### config.mk
export PLATFORM = sky130hd
export DESIGN_NAME = eleef_top
export DESIGN_NICKNAME = d
export VERILOG_FILES = /design/src/eleef_phase_timer.v /design/src/eleef_top.v
export VERILOG_INCLUDE_DIRS = /design/src
export SDC_FILE = /design/constraint.sdc
export NUM_CORES = 1
export LEC_CHECK = 0
export ABC_AREA = 1
export BUFFER_PORTS_ARGS = -buffer_cell sky130_fd_sc_hd__buf_2
export CAP_MARGIN = 25
export CORE_ASPECT_RATIO = 0.7
export CORE_UTILIZATION = 45
export DETAILED_ROUTE_END_ITERATION = 8
export HOLD_SLACK_MARGIN = 0.05
export PLACE_DENSITY = 0.68
export SYNTH_ARGS = -nofsm -noshare
export SYNTH_HDL_FRONTEND = slang
export SYNTH_SLANG_ARGS = --single-unit
### constraint.sdc
create_clock -name pclk -period 3.7 [get_ports pclk]
set_clock_uncertainty 0.1 [all_clocks]
set_input_delay 0.555 -clock pclk [delete_from_list [all_inputs] [get_ports pclk]]
set_output_delay 0.555 -clock pclk [all_outputs]
set_load 0.01 [all_outputs]
### src/eleef_map.vh
// Register map, field positions, reset values and timing counts of the link entry and error flag block.
`ifndef ELEEF_MAP_VH
`define ELEEF_MAP_VH

// Register byte offsets on the APB (8-bit address).
`define ELEEF_OFF_CTRL 8'h00
`define ELEEF_OFF_STATUS 8'h04
`define ELEEF_OFF_TS_MIN 8'h08
`define ELEEF_OFF_TS_MAX 8'h0C
`define ELEEF_OFF_TS_TOL 8'h10
`define ELEEF_OFF_T1 8'h14

// Control register fields.
`define ELEEF_CTRL_FMODE_LSB 0
`define ELEEF_CTRL_FMODE_MSB 1
`define ELEEF_CTRL_RESET 2'h0

// Status register fields.
`define ELEEF_ST_STATE_LSB 0
`define ELEEF_ST_STATE_MSB 2
`define ELEEF_ST_LINK 3
`define ELEEF_ST_OVT 4
`define ELEEF_ST_PDOWN 5
`define ELEEF_ST_REVPOL 6
`define ELEEF_ST_ERR 7
`define ELEEF_ST_ABORT 8

// Function modes.
`define ELEEF_FM_ABZ_UVW 2'h0
`define ELEEF_FM_ABZ_SER 2'h1
`define ELEEF_FM_LOOPBACK 2'h2
`define ELEEF_FM_BUS 2'h3

// Phase timing bounds in microseconds, reset values.
`define ELEEF_TS_MIN_RESET 16'h0028
`define ELEEF_TS_MAX_RESET 16'h003C
`define ELEEF_TS_TOL_RESET 16'h000A

// Time base: clock rate in MHz and the tick period in microseconds.
`define ELEEF_CLK_MHZ 10
`define ELEEF_TICK_US 1
`define ELEEF_TICK_CYCLES (`ELEEF_CLK_MHZ * `ELEEF_TICK_US)
`define ELEEF_DIV_W 4
`define ELEEF_TIME_W 16

`endif

### src/eleef_phase_timer.v
// Saturating phase duration counter advanced by a time base enable.
module eleef_phase_timer #(
   parameter W = 16
) (
   // Clock and reset.
   input wire pclk,
   input wire presetn,
   // Control.
   input wire clr,
   input wire tick,
   // Elapsed time in ticks.
   output wire [W-1:0] count
);

   reg [W-1:0] count_ff;
   reg [W-1:0] nxt_count;

   // Clear wins over a tick so a new phase always starts at zero.
   always @* begin
      nxt_count = count_ff;
      if (clr) begin
         nxt_count = {W{1'b0}};
      end else if (tick && (count_ff != {W{1'b1}})) begin
         nxt_count = count_ff + {{(W-1){1'b0}}, 1'b1};
      end
   end

   // Saturation keeps an overlong phase from wrapping into a legal window.
   always @(posedge pclk or negedge presetn) begin
      if (!presetn) begin
         count_ff <= {W{1'b0}};
      end else begin
         count_ff <= nxt_count;
      end
   end

   assign count = count_ff;

endmodule // eleef_phase_timer

### src/eleef_top.v
// Link entry sequence detector, bypass routing and error flag logic with an APB register file.
//
// Function
// - Overtemperature tristates every differential output stage.
// - Power-down holds all differential output stages tristated.
// - Error output low on any fault condition except reverse polarity.
// - Error input level forwarded to error output.
// - Reverse polarity: supply off, all outputs tristated.
// - Bypass links nine or six sensor lines.
// - Entry sequence accepted only with permit high.
// - First phase duration measured and stored.
// - Second phase complementary within reference tolerance.
// - Third phase both low within tolerance.
// - Release after third phase enters bypass.
// - Any violation aborts; restart from phase one.
// - Permit low leaves the bypass state.
// - Power-down also leaves the bypass state.
// - Bypass drives sensor mode pin half supply.
//
// The implementer's own choices: the APB slave port and the register offsets.
`include "eleef_map.vh"

module eleef_top (
   // Clock and reset.
   input wire pclk,
   input wire presetn,
   // APB slave.
   input wire psel,
   input wire penable,
   input wire pwrite,
   input wire [7:0] paddr,
   input wire [31:0] pwdata,
   output wire [31:0] prdata,
   output wire pready,
   output wire pslverr,
   // Protection events.
   input wire overtemp_event,
   input wire power_down_event,
   input wire reverse_polarity_event,
   // Control pins.
   input wire output_enable_pin,
   input wire error_in_n,
   input wire link_permit,
   // Line driver data and sensor inputs.
   input wire [5:0] drive_data,
   input wire [5:0] sensor_in_pos,
   input wire [5:0] sensor_in_neg,
   // Sensed levels of line pair one.
   input wire line_pos_1_in,
   input wire line_neg_1_in,
   // Line outputs, enables low while driving.
   output wire [5:0] line_pos_n,
   output wire [5:0] line_neg_n,
   output wire [5:0] line_oe_n,
   // Open-drain error output.
   output wire error_out_n,
   output wire error_out_oe_n,
   // Sensor mode control and supply switches.
   output wire sensor_mode_ctrl,
   output wire switched_supply,
   output wire switched_ground,
   output wire internal_supply_en,
   output wire link_active
);

   // Sequence states.
   localparam [2:0] ST_IDLE = 3'h0;
   localparam [2:0] ST_PH1 = 3'h1;
   localparam [2:0] ST_PH2 = 3'h2;
   localparam [2:0] ST_PH3 = 3'h3;
   localparam [2:0] ST_LINK = 3'h4;
   localparam [2:0] ST_ABORT = 3'h5;

   // The divider end count is cut to the divider width on purpose.
   localparam [31:0] TICK_LAST_W = (`ELEEF_TICK_CYCLES) - 1;
   localparam [`ELEEF_DIV_W-1:0] TICK_LAST = TICK_LAST_W[`ELEEF_DIV_W-1:0];

   // Register file state.
   reg [1:0] fmode_ff;
   reg [15:0] ts_min_ff;
   reg [15:0] ts_max_ff;
   reg [15:0] ts_tol_ff;
   reg [15:0] t1_ff;
   reg abort_flag_ff;
   reg [31:0] prdata_ff;
   reg pready_ff;
   reg pslverr_ff;

   // Sequence and output state.
   reg [2:0] state_ff;
   reg [2:0] nxt_state;
   reg [15:0] nxt_t1;
   reg timer_clr;
   reg seq_abort;
   reg [`ELEEF_DIV_W-1:0] div_ff;
   reg tick_ff;
   reg [5:0] line_pos_ff;
   reg [5:0] line_neg_ff;
   reg [5:0] line_oe_n_ff;
   reg error_out_oe_n_ff;
   reg sensor_mode_ff;
   reg supply_sw_ff;
   reg internal_supply_ff;
   reg link_ff;
   reg [5:0] nxt_pos;
   reg [5:0] nxt_neg;
   reg [5:0] nxt_oe_n;

   wire [15:0] phase_time;
   wire both_hi;
   wire both_lo;
   wire compl;
   wire [16:0] win_hi;
   wire [15:0] win_lo;
   wire fault_any;
   wire tristate_all;
   wire setup_ph;
   wire wr_en;
   wire addr_ok;

   // Pair one level decode.
   assign both_hi = line_pos_1_in & line_neg_1_in;
   assign both_lo = ~line_pos_1_in & ~line_neg_1_in;
   assign compl = line_pos_1_in ^ line_neg_1_in;

   // Acceptance window around the stored first phase.
   assign win_hi = {1'b0, t1_ff} + {1'b0, ts_tol_ff};
   assign win_lo = (t1_ff > ts_tol_ff) ? (t1_ff - ts_tol_ff) : 16'h0000;

   // Time base divider producing a one-cycle microsecond enable.
   always @(posedge pclk or negedge presetn) begin
      if (!presetn) begin
         div_ff <= {`ELEEF_DIV_W{1'b0}};
         tick_ff <= 1'b0;
      end else begin
         tick_ff <= (div_ff == TICK_LAST);
         if (div_ff == TICK_LAST) begin
            div_ff <= {`ELEEF_DIV_W{1'b0}};
         end else begin
            div_ff <= div_ff + {{(`ELEEF_DIV_W-1){1'b0}}, 1'b1};
         end
      end
   end

   // Phase duration counter, restarted at each phase boundary.
   eleef_phase_timer #(
      .W(`ELEEF_TIME_W)
   ) u_timer (
      .pclk(pclk),
      .presetn(presetn),
      .clr(timer_clr),
      .tick(tick_ff),
      .count(phase_time)
   );

   // Entry sequence state machine; a bad level or time sends it to the abort state.
   always @* begin
      nxt_state = state_ff;
      nxt_t1 = t1_ff;
      timer_clr = 1'b0;
      seq_abort = 1'b0;
      if (!link_permit || power_down_event) begin
         nxt_state = ST_IDLE;
         timer_clr = 1'b1;
      end else begin
         case (state_ff)
            ST_IDLE: begin
               timer_clr = 1'b1;
               if (both_hi) begin
                  nxt_state = ST_PH1;
               end
            end
            ST_PH1: begin
               if (both_hi) begin
                  if (phase_time >= ts_max_ff) begin
                     seq_abort = 1'b1;
                  end
               end else if (compl && (phase_time > ts_min_ff) && (phase_time < ts_max_ff)) begin
                  nxt_t1 = phase_time;
                  timer_clr = 1'b1;
                  nxt_state = ST_PH2;
               end else begin
                  seq_abort = 1'b1;
               end
            end
            ST_PH2: begin
               if (compl) begin
                  if ({1'b0, phase_time} >= win_hi) begin
                     seq_abort = 1'b1;
                  end
               end else if (both_lo && (phase_time > win_lo)) begin
                  timer_clr = 1'b1;
                  nxt_state = ST_PH3;
               end else begin
                  seq_abort = 1'b1;
               end
            end
            ST_PH3: begin
               if (both_lo) begin
                  if ({1'b0, phase_time} >= win_hi) begin
                     seq_abort = 1'b1;
                  end
               end else if (compl && (phase_time > win_lo)) begin
                  timer_clr = 1'b1;
                  nxt_state = ST_LINK;
               end else begin
                  seq_abort = 1'b1;
               end
            end
            ST_LINK: begin
               timer_clr = 1'b1;
            end
            ST_ABORT: begin
               // Waiting for the pins to leave the high level keeps a stale first phase from being timed.
               timer_clr = 1'b1;
               if (!both_hi) begin
                  nxt_state = ST_IDLE;
               end
            end
            default: begin
               nxt_state = ST_IDLE;
               timer_clr = 1'b1;
            end
         endcase
         if (seq_abort) begin
            nxt_state = ST_ABORT;
            timer_clr = 1'b1;
         end
      end
   end

   // Sequence state and stored reference duration.
   always @(posedge pclk or negedge presetn) begin
      if (!presetn) begin
         state_ff <= ST_IDLE;
         t1_ff <= 16'h0000;
      end else begin
         state_ff <= nxt_state;
         t1_ff <= nxt_t1;
      end
   end

   // Fault decode for the error flag and the output stages.
   assign fault_any = overtemp_event | power_down_event | ~output_enable_pin | ~error_in_n;
   assign tristate_all = overtemp_event | power_down_event | reverse_polarity_event | ~output_enable_pin;

   // Line routing: bypass links sensor pins, otherwise the drivers carry the data.
   always @* begin : route
      integer i;
      i = 0;
      nxt_pos = drive_data;
      nxt_neg = ~drive_data;
      nxt_oe_n = 6'h00;
      if (fmode_ff == `ELEEF_FM_LOOPBACK) begin
         // Channels one and two are off in loopback outside the bypass state, so the pair can be pulled externally.
         nxt_oe_n[0] = 1'b1;
         nxt_oe_n[1] = 1'b1;
      end
      if ((state_ff != ST_IDLE) && (state_ff != ST_LINK)) begin
         // Pair one belongs to the calibration equipment while the sequence runs.
         nxt_oe_n[0] = 1'b1;
      end
      if (state_ff == ST_LINK) begin
         for (i = 0; i < 6; i = i + 1) begin
            if ((i < 3) || (fmode_ff == `ELEEF_FM_ABZ_UVW)) begin
               nxt_pos[i] = sensor_in_pos[i];
               nxt_oe_n[i] = 1'b0;
            end
            if (i < 3) begin
               nxt_neg[i] = sensor_in_neg[i];
            end
         end
      end
      if (tristate_all) begin
         nxt_oe_n = 6'h3F;
      end
   end

   // Registered pin drive; every output except the constant error_out_n comes from a flip-flop.
   always @(posedge pclk or negedge presetn) begin
      if (!presetn) begin
         line_pos_ff <= 6'h00;
         line_neg_ff <= 6'h00;
         line_oe_n_ff <= 6'h3F;
         error_out_oe_n_ff <= 1'b0;
         sensor_mode_ff <= 1'b0;
         supply_sw_ff <= 1'b0;
         internal_supply_ff <= 1'b0;
         link_ff <= 1'b0;
      end else begin
         line_pos_ff <= nxt_pos;
         line_neg_ff <= nxt_neg;
         line_oe_n_ff <= nxt_oe_n;
         // Reverse polarity releases the error pin even though a fault is present.
         error_out_oe_n_ff <= reverse_polarity_event | ~fault_any;
         sensor_mode_ff <= (nxt_state == ST_LINK) && !reverse_polarity_event;
         supply_sw_ff <= ~reverse_polarity_event;
         internal_supply_ff <= ~reverse_polarity_event;
         link_ff <= (nxt_state == ST_LINK);
      end
   end

   // APB decode; the answer is prepared in the setup cycle so the access phase never waits.
   assign setup_ph = psel & ~penable;
   assign wr_en = psel & penable & pready_ff & pwrite;
   assign addr_ok = (paddr == `ELEEF_OFF_CTRL) || (paddr == `ELEEF_OFF_STATUS) ||
                    (paddr == `ELEEF_OFF_TS_MIN) || (paddr == `ELEEF_OFF_TS_MAX) ||
                    (paddr == `ELEEF_OFF_TS_TOL) || (paddr == `ELEEF_OFF_T1);

   // Read mux, answer strobe and error for unmapped addresses.
   always @(posedge pclk or negedge presetn) begin
      if (!presetn) begin
         prdata_ff <= 32'h00000000;
         pready_ff <= 1'b0;
         pslverr_ff <= 1'b0;
      end else begin
         pready_ff <= setup_ph;
         pslverr_ff <= setup_ph & ~addr_ok;
         if (setup_ph && !pwrite) begin
            case (paddr)
               `ELEEF_OFF_CTRL: prdata_ff <= {30'h00000000, fmode_ff};
               `ELEEF_OFF_STATUS: prdata_ff <= {23'h000000, abort_flag_ff, ~error_out_oe_n_ff,
                                                ~internal_supply_ff, power_down_event, overtemp_event,
                                                link_ff, state_ff};
               `ELEEF_OFF_TS_MIN: prdata_ff <= {16'h0000, ts_min_ff};
               `ELEEF_OFF_TS_MAX: prdata_ff <= {16'h0000, ts_max_ff};
               `ELEEF_OFF_TS_TOL: prdata_ff <= {16'h0000, ts_tol_ff};
               `ELEEF_OFF_T1: prdata_ff <= {16'h0000, t1_ff};
               default: prdata_ff <= 32'h00000000;
            endcase
         end else if (setup_ph) begin
            prdata_ff <= 32'h00000000;
         end
      end
   end

   // Writable registers; a write lands at the edge where pready is sampled high.
   always @(posedge pclk or negedge presetn) begin
      if (!presetn) begin
         fmode_ff <= `ELEEF_CTRL_RESET;
         ts_min_ff <= `ELEEF_TS_MIN_RESET;
         ts_max_ff <= `ELEEF_TS_MAX_RESET;
         ts_tol_ff <= `ELEEF_TS_TOL_RESET;
      end else if (wr_en) begin
         case (paddr)
            `ELEEF_OFF_CTRL: fmode_ff <= pwdata[`ELEEF_CTRL_FMODE_MSB:`ELEEF_CTRL_FMODE_LSB];
            `ELEEF_OFF_TS_MIN: ts_min_ff <= pwdata[15:0];
            `ELEEF_OFF_TS_MAX: ts_max_ff <= pwdata[15:0];
            `ELEEF_OFF_TS_TOL: ts_tol_ff <= pwdata[15:0];
            default: fmode_ff <= fmode_ff;
         endcase
      end
   end

   // Sticky abort flag; an abort in the clearing cycle wins over the clear.
   always @(posedge pclk or negedge presetn) begin
      if (!presetn) begin
         abort_flag_ff <= 1'b0;
      end else if (seq_abort) begin
         abort_flag_ff <= 1'b1;
      end else if (wr_en && (paddr == `ELEEF_OFF_STATUS) && pwdata[`ELEEF_ST_ABORT]) begin
         abort_flag_ff <= 1'b0;
      end
   end

   assign prdata = prdata_ff;
   assign pready = pready_ff;
   assign pslverr = pslverr_ff;
   assign line_pos_n = line_pos_ff;
   assign line_neg_n = line_neg_ff;
   assign line_oe_n = line_oe_n_ff;
   // The open-drain pin only ever pulls low.
   assign error_out_n = 1'b0;
   assign error_out_oe_n = error_out_oe_n_ff;
   assign sensor_mode_ctrl = sensor_mode_ff;
   assign switched_supply = supply_sw_ff;
   assign switched_ground = supply_sw_ff;
   assign internal_supply_en = internal_supply_ff;
   assign link_active = link_ff;

endmodule // eleef_top

After elaboration in Yosys (flattened, before gate mapping)
Cells that the tools add are included.
- input bits: 71
- register bits after elaboration: 147
- logic and storage cells: 152
- output and inout port bits: 59
- order comparisons: 6
- add/subtract/negate cells: 4
- muxes and demuxes: 49
- reduce and logical (&&, ||, !) cells: 31
- bitwise gates (word level): 27
- eq/ne operators: 15
- operators by type and width (cell ; count):
    $pmux W16 S6 ; 1
    $mux W32 ; 2
    $gt A16 B16 Y1 ; 3
    $mux W16 ; 3
    $mux W3 ; 11
    $mux W1 ; 24
    $pmux W3 S6 ; 1
    $add A16 B16 Y17 ; 1
    $ge A16 B17 Y1 ; 1
    $add A16 B1 Y16 const B ; 1
    $eq A8 B4 Y1 const B ; 2
    $eq A8 B5 Y1 const B ; 2
    $ge A16 B16 Y1 ; 1
    $lt A16 B16 Y1 ; 1
    $ne A16 B16 Y1 const B ; 1
    $sub A16 B16 Y16 ; 1
    $mux W6 ; 2
    $not A1 Y1 ; 12
    $logic_and A1 B1 Y1 ; 10
    $eq A3 B3 Y1 const B ; 3
    $eq A8 B3 Y1 const B ; 1
    $logic_not A8 Y1 ; 1
    $reduce_and A2 Y1 ; 4
    $and A1 B1 Y1 ; 7
    19 further kinds ; 36

Longest topological paths before layout
Gate-level depths: netlist of run 1.
- depth in word-level cells: 12
- gate-level depth with buffers: 33

Modules after synthesis
A second synthesis of run 1 with hierarchy kept.
- cell total of the unflattened synthesis: 1196
- area, all modules: 9270.1 sq um
- by module, submodules not included (module ; instances ; cells an instance ; area each (sq um)):
    eleef_top ; 1 ; 1052 ; 8232.9
    eleef_phase_timer ; 1 ; 144 ; 1037.2

Worst setup path after synthesis of run 1
No wires, ideal clock.
- kind: register to register
- start point: register ts_tol_ff[3]
- end point: register u_timer.count_ff[13] (netlist: u_timer.count[13])
- period minus slack after synthesis: 3.642 ns
- path buffers: 2
- cell stages (with the launch flop): 27
- setup slack: 0.058 ns
- arrival time: 3.462 ns
- data required time: 3.520 ns
- setup time: 0.080 ns
- cell sequence: dfstp_2 -> inv_1 -> ha_1 -> nand2_1 -> o21ai_0 -> nand2_1 -> nand2_1 -> a21boi_2 -> o21ai_2 -> a21boi_1 -> inv_1 -> nand2_2 -> inv_2 -> buf_6 -> nand2_1 -> ha_1 -> nand2_2 -> nor4_4 -> nand2_1 -> nand2_2 -> nand3_2 -> nand2_2 -> inv_2 -> nand2_2 -> nand3_4 -> buf_6 -> nor3_2
- cells in the longest elaborated chain, start to end: 11
- ends and longest elaborated chain (item ; RTL line ; RTL):
    start: declaration ; eleef_top.v:82 ; reg [15:0] ts_tol_ff;
    start signal: assignment ; eleef_top.v:343 ; ts_tol_ff <= `ELEEF_TS_TOL_RESET;
    start signal: assignment ; eleef_top.v:349 ; `ELEEF_OFF_TS_TOL: ts_tol_ff <= pwdata[15:0];
    $sub A16 B16 Y16 / $gt A16 B16 Y1 (equally long branches) ; eleef_top.v:128 ; assign win_lo = (t1_ff > ts_tol_ff) ? (t1_ff - ts_tol_ff) : 16'h0000;
    $mux W16 ; eleef_top.v:128 ;
    $gt A16 B16 Y1 ; eleef_top.v:191, eleef_top.v:203 ;
    $logic_and A1 B1 Y1 (on tied branches) ; eleef_top.v:203, eleef_top.v:191 ;
    $mux W1 (on tied branches) ; eleef_top.v:203, eleef_top.v:191 ;
    $mux W1 (on tied branches) ; eleef_top.v:199, eleef_top.v:187 ;
    $pmux W1 S3 ; eleef_top.v:166 ; case (state_ff)
    $mux W1 ; eleef_top.v:162 ; if (!link_permit || power_down_event) begin
    $mux W1 * ; eleef_top.v:225 ; if (seq_abort) begin
    $mux W1 * ; eleef_top.v:162 ;
    $mux W16 / $reduce_bool A2 Y1 (equally long branches) ; - ;
    end signal: assignment ; eleef_phase_timer.v:31 ; count_ff <= {W{1'b0}};
    end signal: assignment ; eleef_phase_timer.v:33 ; count_ff <= nxt_count;
    end: declaration ; eleef_phase_timer.v:15 ; reg [W-1:0] count_ff;
Mark *: on every way between the ends. The rest lies on a longest branch, timed or not. The select of a mux whose other input is x is not followed.
A chain may end at the register's enable or synchronous reset.

Worst setup path after layout of run 1
- start point: register ts_tol_ff[3]
- end point: register u_timer.count_ff[4] (netlist: u_timer.count[4])
Same word-level chain as after synthesis.

==> flow_metrics.py, run 1 <==
metrics = {
    "setup_path": {
        "cp_top_family": "simple AND/OR/NAND/NOR gates",
        "slowest_delay_ns": 0.54,
        "reg2reg_from": "ts_tol_ff[3]$_DFFE_PN1P_",
        "r2r_end": "u_timer.count[4]$_DFFE_PN0P_",
        "crit_slowest_cell": "dfstp_2",
        "path_buf_inv": 3,
        "r2r_cells": 21,
        "critPathArrivalTime_ns": 4.28,
        "path_max_fanout": 5,
        "critical_path_required_ns": 3.96,
        "start_kind": "flip-flop",
        "r2r_slack_ns": -0.32,
        "crit_chain": "inv_2 > ha_4 > buf_4 > buf_4 > nand4_1 > o21ai_4 > a21boi_2 > o21ai_2 > nand3_2 > nand3_2 > nand3_2 > ha_1 > nand2_2 > nor4_4 > nand2_2 > nand4_1 > nand3_2 > or2_4 > nor2_4 > nand2_1 > nor2_1",
        "crit_path_end_kind": "flip-flop",
        "critPathKind": "flip-flop to flip-flop",
        "path_common_cell": "nand3_2",
    },
    "clocking": {
        "clk_latency_ns": 0.44,
        "htree_levels": 4,
        "clockBufferDepth": 2,
        "cts.clk_slew.worst_paths_ns": 0.06,
        "cts_buffers": 17,
        "cts_tree": "yes",
        "cts-root-buf": "clkbuf_16",
        "clock_sinks": 128,
        "cts_hold_buffers": 0,
    },
    "timing": {
        "finalSetupViolCount": 22,
        "slew_viol_final": 0,
        "layout_min_cycle_time_ns": 4.02,
        "rsz0062_at_grt": "true",
        "finalWorstSetupSlack_ns": -0.323,
        "hold_ws_ns": 0.0709,
        "clock.fmax_mhz": 249,
        "period_share_pct": 109,
        "final_hold_viol_count": 0,
        "slew_headroom_pct": 31.7,
        "tightest_slew_ns": 1.02,
    },
    "floorplan": {
        "die_w_um": 172,
        "ioPinCount": 130,
        "core-area_um2": 19800,
        "start_util_pct": 45.9,
        "rows": 43,
        "die_area_um2": 20800,
        "die_h_um": 121,
    },
    "yosys": {
        "ys_warn_count": 0,
        "async_reset_ff_share_pct": 100,
        "synth_top_area_share_pct": 32.2,
        "seq_area_frac_synth_pct": 35.4,
        "netlist_instances": 1178,
        "synth_flop_cell": "dfrtp_1",
        "synth_top_area_cell": "dfrtp_1",
        "syn_area_um2": 9080,
        "syn_avg_cell_area_um2": 7.71,
        "ys_top_cells_by_area": "dfrtp_1 (32%), ha_1 (14%), nand2_1 (10%), inv_1 (7.4%), o21ai_0 (5.5%)",
        "synth-edff-count": 0,
        "synthDistinctLibCells": 50,
        "ys_seq_elements": 128,
    },
    "placed_design": {
        "gp_congestion": 0.910,
        "portBuffers": 93,
        "dp_slack_ns": -0.468,
        "dpl.hpwl_um": 20200,
    },
    "detailed_routing": {
        "dr.pass1.iters": 5,
        "routedWlPerCell_um": 16.1,
        "ant_nets": 0,
        "drc_errors": 0,
        "via_count": 8597,
        "finalWirelength_um": 26600,
        "viasPerCell": 5.20,
        "first_iter_violations": 616,
    },
    "grt": {
        "grt_pass1_vias": 7921,
        "grt_usage_pct": 26.4,
        "overflow": 0,
        "grt_max_degree": 55,
        "grt_pass1_wl_um": 41900,
        "antenna_found_initial": 0,
    },
    "status": {
        "status": "finished with violations",
        "violations": "setup timing",
    },
    "layout": {
        "multiInputGateArea_um2": 5280,
        "fin_nets": 1541,
        "ff_latch_area_um2": 3220,
        "fill_cells": 1843,
        "drive_gt1_share_pct": 25.5,
        "diodes": 0,
        "area_growth_pct": 26.5,
    },
    "pwr": {
        "power.density_nw_per_um2": 290,
        "ir_drop_mv": 0.291,
        "leakagePower_uw": 0.00575,
    },
    "run": {
        "cap_violations": 0,
    },
    "worst_hold_path": {
        "holdCritPathClass": "primary input to asynchronous set/reset pin",
    },
}
==> per-stage QoR <==
step                      TNS, ns  power, µW  utilization [%]  area (µm²)  instances
final                       -5.71       3330             58.1       11500       1652
after global routing       -10.64       3430             58.1       11500       1652
after CTS                   -4.83       3340             56.9       11300       1640
after detailed placement    -8.89       1660             52.3       10400       1599
after global placement      -7.89       1650             52.3       10400       1599
after floorplan                 0       1560                -        9150       1194
==> cell type report <==
cell class	count	share of cell area [%]
Multi-Input combinational cell	832	45.9
Sequential cell	128	28.0
Timing Repair Buffer	208	12.0
Inverter	182	6.01
Clock buffer	17	3.70
Tap cell	270	2.94
Clock inverter	15	1.39
==> cell usage after synthesis, types with 3 or more instances <==
cell type,count
inv_1,178
clkbuf_1,19
a21oi_1,62
a211oi_1,8
inv_2,3
xnor2_1,3
a221oi_1,7
nor2_1,74
nand3_1,54
nand2_1,243
o21a_1,4
nand3b_1,4
o31ai_1,3
o21ai_1,18
nand4_1,16
o21bai_1,4
a31oi_1,3
o22ai_1,14
or2_2,4
buf_6,4
a21o_1,4
nand2_2,9
o21ai_0,100
dfrtp_1,117
buf_4,23
xor2_1,21
dfstp_2,11
ha_1,99
nor4_1,3
nor3_1,22
buf_2,6
nor3_2,14
a21boi_1,3
==> cells by family (layout without fill, tap and decap cells) <==
group	after synthesis	count (layout)	share of synthesized area (%)
xor+xnor	24	24	2.31
flops	128	128	35.4
fa+ha+maj	101	101	14.1
compound gates	239	239	14.8
simple gates	451	451	22.3
other cells	1	17	0.0413
buf+inv	234	422	11.0
==> power breakdown <==
group          total (µW)  switching (µW)  internal, µW
combinational         230             147          82.9
sequential           1420            6.87          1420
clock                1680             776           906
==> flip-flops by register name, summed over array words and instances, names as in the netlist <==
register,cells
abort_flag_ff,1
div_ff,4
error_out_oe_n,1
fmode_ff,2
internal_supply_en,1
line_neg_n,6
line_oe_n,3
line_pos_n,6
link_active,1
prdata,16
pready,1
pslverr,1
sensor_mode_ctrl,1
state_ff,3
t1_ff,16
tick_ff,1
ts_max_ff,16
ts_min_ff,16
ts_tol_ff,16
u_timer.count,16
==> layer usage <==
metal / vias to the layer above / routed length (µm) / GRT usage [%]
met5: - / 0 / 0
met3: 42 / 1640 / 4.63
met4: 0 / 468 / 8.13
met2: 277 / 11500 / 40.1
met1: 4054 / 12900 / 38.1
li1: 4224 / - / -
==> cells in the final DEF, fill, tap and decap left out, types with 8 or more instances in the layout <==
master	Yosys	final
ha_1	99	90
dfstp_2	11	11
conb_1	1	17
a21oi_1	62	54
buf_2	6	92
o21ai_0	100	95
nand3_1	54	42
nor2_1	74	73
ha_4	0	8
buf_4	23	108
nand2_1	243	231
o21ai_1	18	18
nand4_1	16	16
nor3_1	22	20
nor3_2	14	14
nand2_2	9	15
o22ai_1	14	14
xor2_1	21	20
dfrtp_1	117	117
inv_1	178	172
nand3_2	1	11
a21oi_2	1	9
clkbuf_16	0	17
==> worst max path at each step <==
stage / to / depth (start not counted) / slack (ns) / start
6_report: u_timer.count[4]$_DFFE_PN0P_ / 21 / -0.32 / ts_tol_ff[3]$_DFFE_PN1P_
5_1_grt: u_timer.count[4]$_DFFE_PN0P_ / 28 / -0.57 / t1_ff[0]$_DFFE_PN0P_
4_1_cts: u_timer.count[2]$_DFFE_PN0P_ / 24 / -0.30 / ts_tol_ff[3]$_DFFE_PN1P_
3_5_place_dp: u_timer.count[15]$_DFFE_PN0P_ / 26 / -0.47 / ts_tol_ff[3]$_DFFE_PN1P_
3_3_place_gp: u_timer.count[2]$_DFFE_PN0P_ / 27 / -0.41 / ts_tol_ff[1]$_DFFE_PN1P_
2_1_floorplan: u_timer.count[13]$_DFFE_PN0P_ / 26 / 0.06 / ts_tol_ff[3]$_DFFE_PN1P_
==> repair_timing <==
action	CTS	global route
resized for setup	52	38
pin swaps	22	36
setup buffers	11	13
setup endpoints to repair	22	22
Note: power is estimated with default switching activity, not from simulation.
==> inputs of run 2 (changes only) <==
CORE_UTILIZATION = 35   (was 45)
PLACE_DENSITY = not set   (was 0.68)
clock period = 3.9 ns   (was 3.7 ns; I/O delays follow)
==> run 2 against run 1 <==
  * The flow still finishes with violations (setup timing)
  * Flip-flop and latch count unchanged
  * Critical endpoint is now u_timer.count[5]$_DFFE_PN0P_
  * Final cell count up 2.6%
  * Power down 7.4%
  * Clock power down 9.5%
  * Routed wire length up 1.6%
  * Maximum frequency up 0.49%
  * Highest routed layer unchanged
  * Die area up 28%
  * Sequential share of layout area up 0.20 points
  * First-iteration DRC count up 19%
==> flow_metrics.py, run 2 (synthesis results as in run 1) <==
metrics = {
    "status": {
        "status": "finished with violations",
        "violations": "setup timing",
    },
    "floorplan": {
        "rows": 48,
        "start_util_pct": 36.3,
        "die_area_um2": 26600,
        "core-area_um2": 25000,
        "ioPinCount": 130,
        "die_h_um": 137,
        "die_w_um": 195,
    },
    "pwr": {
        "p_total_uw": 3090,
        "leakagePower_uw": 0.00566,
        "ir_drop_mv": 0.316,
        "power.density_nw_per_um2": 271,
    },
    "layout": {
        "mostFrequentLayoutCell": "nand2_1",
        "fin_nets": 1529,
        "drive_gt1_share_pct": 23.6,
        "diodes": 0,
        "area_growth_pct": 25.6,
        "final_cell_mix": "nand2_1 (232), inv_1 (170), dfrtp_1 (117)",
    },
    "timing": {
        "final_hold_viol_count": 0,
        "tightest_slew_ns": 0.805,
        "slew_viol_final": 0,
        "clock.fmax_mhz": 250,
        "slew_headroom_pct": 46.4,
        "finalWorstSetupSlack_ns": -0.104,
        "rsz0062_at_grt": "true",
        "period_share_pct": 103,
        "layout_min_cycle_time_ns": 4.00,
        "finalSetupViolCount": 19,
    },
    "placed_design": {
        "dpl.hpwl_um": 21100,
        "portBuffers": 93,
        "gp_congestion": 0.899,
        "dp_slack_ns": -0.333,
    },
    "setup_path": {
        "path_common_cell": "nand2_2",
        "crit_slowest_cell": "fa_2",
        "path_depth": 28,
        "cp_top_family": "simple AND/OR/NAND/NOR gates",
        "reg2reg_from": "t1_ff[0]$_DFFE_PN0P_",
        "slowest_delay_ns": 0.39,
        "r2r_slack_ns": -0.10,
        "r2r_end": "u_timer.count[5]$_DFFE_PN0P_",
        "critical_path_required_ns": 4.17,
        "endpoint": "u_timer.count[5]$_DFFE_PN0P_",
        "start_kind": "flip-flop",
        "critPathKind": "flip-flop to flip-flop",
        "path_max_fanout": 7,
        "r2r_cells": 28,
        "crit_path_end_kind": "flip-flop",
        "crit_path_start": "t1_ff[0]$_DFFE_PN0P_",
        "critPathArrivalTime_ns": 4.27,
        "path_buf_inv": 7,
    },
    "detailed_routing": {
        "first_iter_violations": 735,
        "via_count": 8434,
        "drc_errors": 0,
        "ant_nets": 0,
        "routedWlPerCell_um": 15.9,
        "finalWirelength_um": 27000,
        "dr.pass1.iters": 5,
        "viasPerCell": 4.98,
    },
    "grt": {
        "grt_max_degree": 68,
        "grt_usage_pct": 21.1,
        "overflow": 0,
        "grt_pass1_vias": 7944,
        "antenna_found_initial": 0,
        "grt_pass1_wl_um": 43200,
    },
    "clocking": {
        "cts.clk_slew.worst_paths_ns": 0.06,
        "clockBufferDepth": 2,
        "cts_tree": "yes",
        "htree_levels": 4,
        "cts-root-buf": "clkbuf_16",
        "cts_buffers": 17,
        "clock_sinks": 128,
        "clk_latency_ns": 0.43,
    },
    "run": {
        "cap_violations": 0,
    },
    "worst_hold_path": {
        "holdCritPathClass": "primary input to asynchronous set/reset pin",
    },
}
==> run 2: worst min path at each step <==
stage                           endpoint  slack [ns]  cells past startpoint
3_3_place_gp      prdata[10]$_DFFE_PN0P_        0.36                      2
4_1_cts          line_pos_n[1]$_DFF_PN0_        0.16                      1
3_5_place_dp       prdata[9]$_DFFE_PN0P_        0.37                      2
5_1_grt          line_pos_n[1]$_DFF_PN0_        0.21                      1
2_1_floorplan  abort_flag_ff$_DFFE_PN0P_        0.19                      0
6_report         line_pos_n[1]$_DFF_PN0_        0.14                      1
==> run 2: metal layers <==
layer	track usage (%)	up-vias	routed length, µm	part of all wire [%]
met5	0	-	0	0
met4	4.67	0	210	0.78
met3	3.87	19	1500	5.6
met2	32.2	228	11700	43
met1	30.9	3984	13600	50
li1	-	4203	-	-
==> run 2: final cells by class <==
type	count	area, µm²
clock inverters	10	90.1
inverters	182	691
fillers	2497	13600
well taps	325	407
flip-flops and latches	128	3220
multi-input cells	832	5190
repair buffers	196	1350
clock buffers	22	464
==> run 2: report_power, final <==
group	switching, µW	total, µW	internal, µW
Combinational	140	215	75.1
Sequential	6.53	1350	1340
Clock	616	1520	906
Total	763	3090	2330
==> run 2: stage by stage <==
step	hold slack (ns)	TNS, ns	utilization (%)	instances	instance area, µm²
4_1_cts	0.162	-0.750	44.8	1689	11200
3_3_place_gp	0.364	-4.41	41.6	1649	10400
2_1_floorplan	0.189	0	-	1194	9150
3_5_place_dp	0.368	-5.96	41.6	1649	10400
6_report	0.136	-0.840	45.6	1695	11400
5_1_grt	0.206	-6.43	45.6	1695	11400
==> run 2: timing repair <==
item,in CTS,in global routing
endpoints found under the setup margin,22,22
pin swaps,35,21
gates resized for setup,48,25
hold buffers,0,0
buffers inserted,9,7
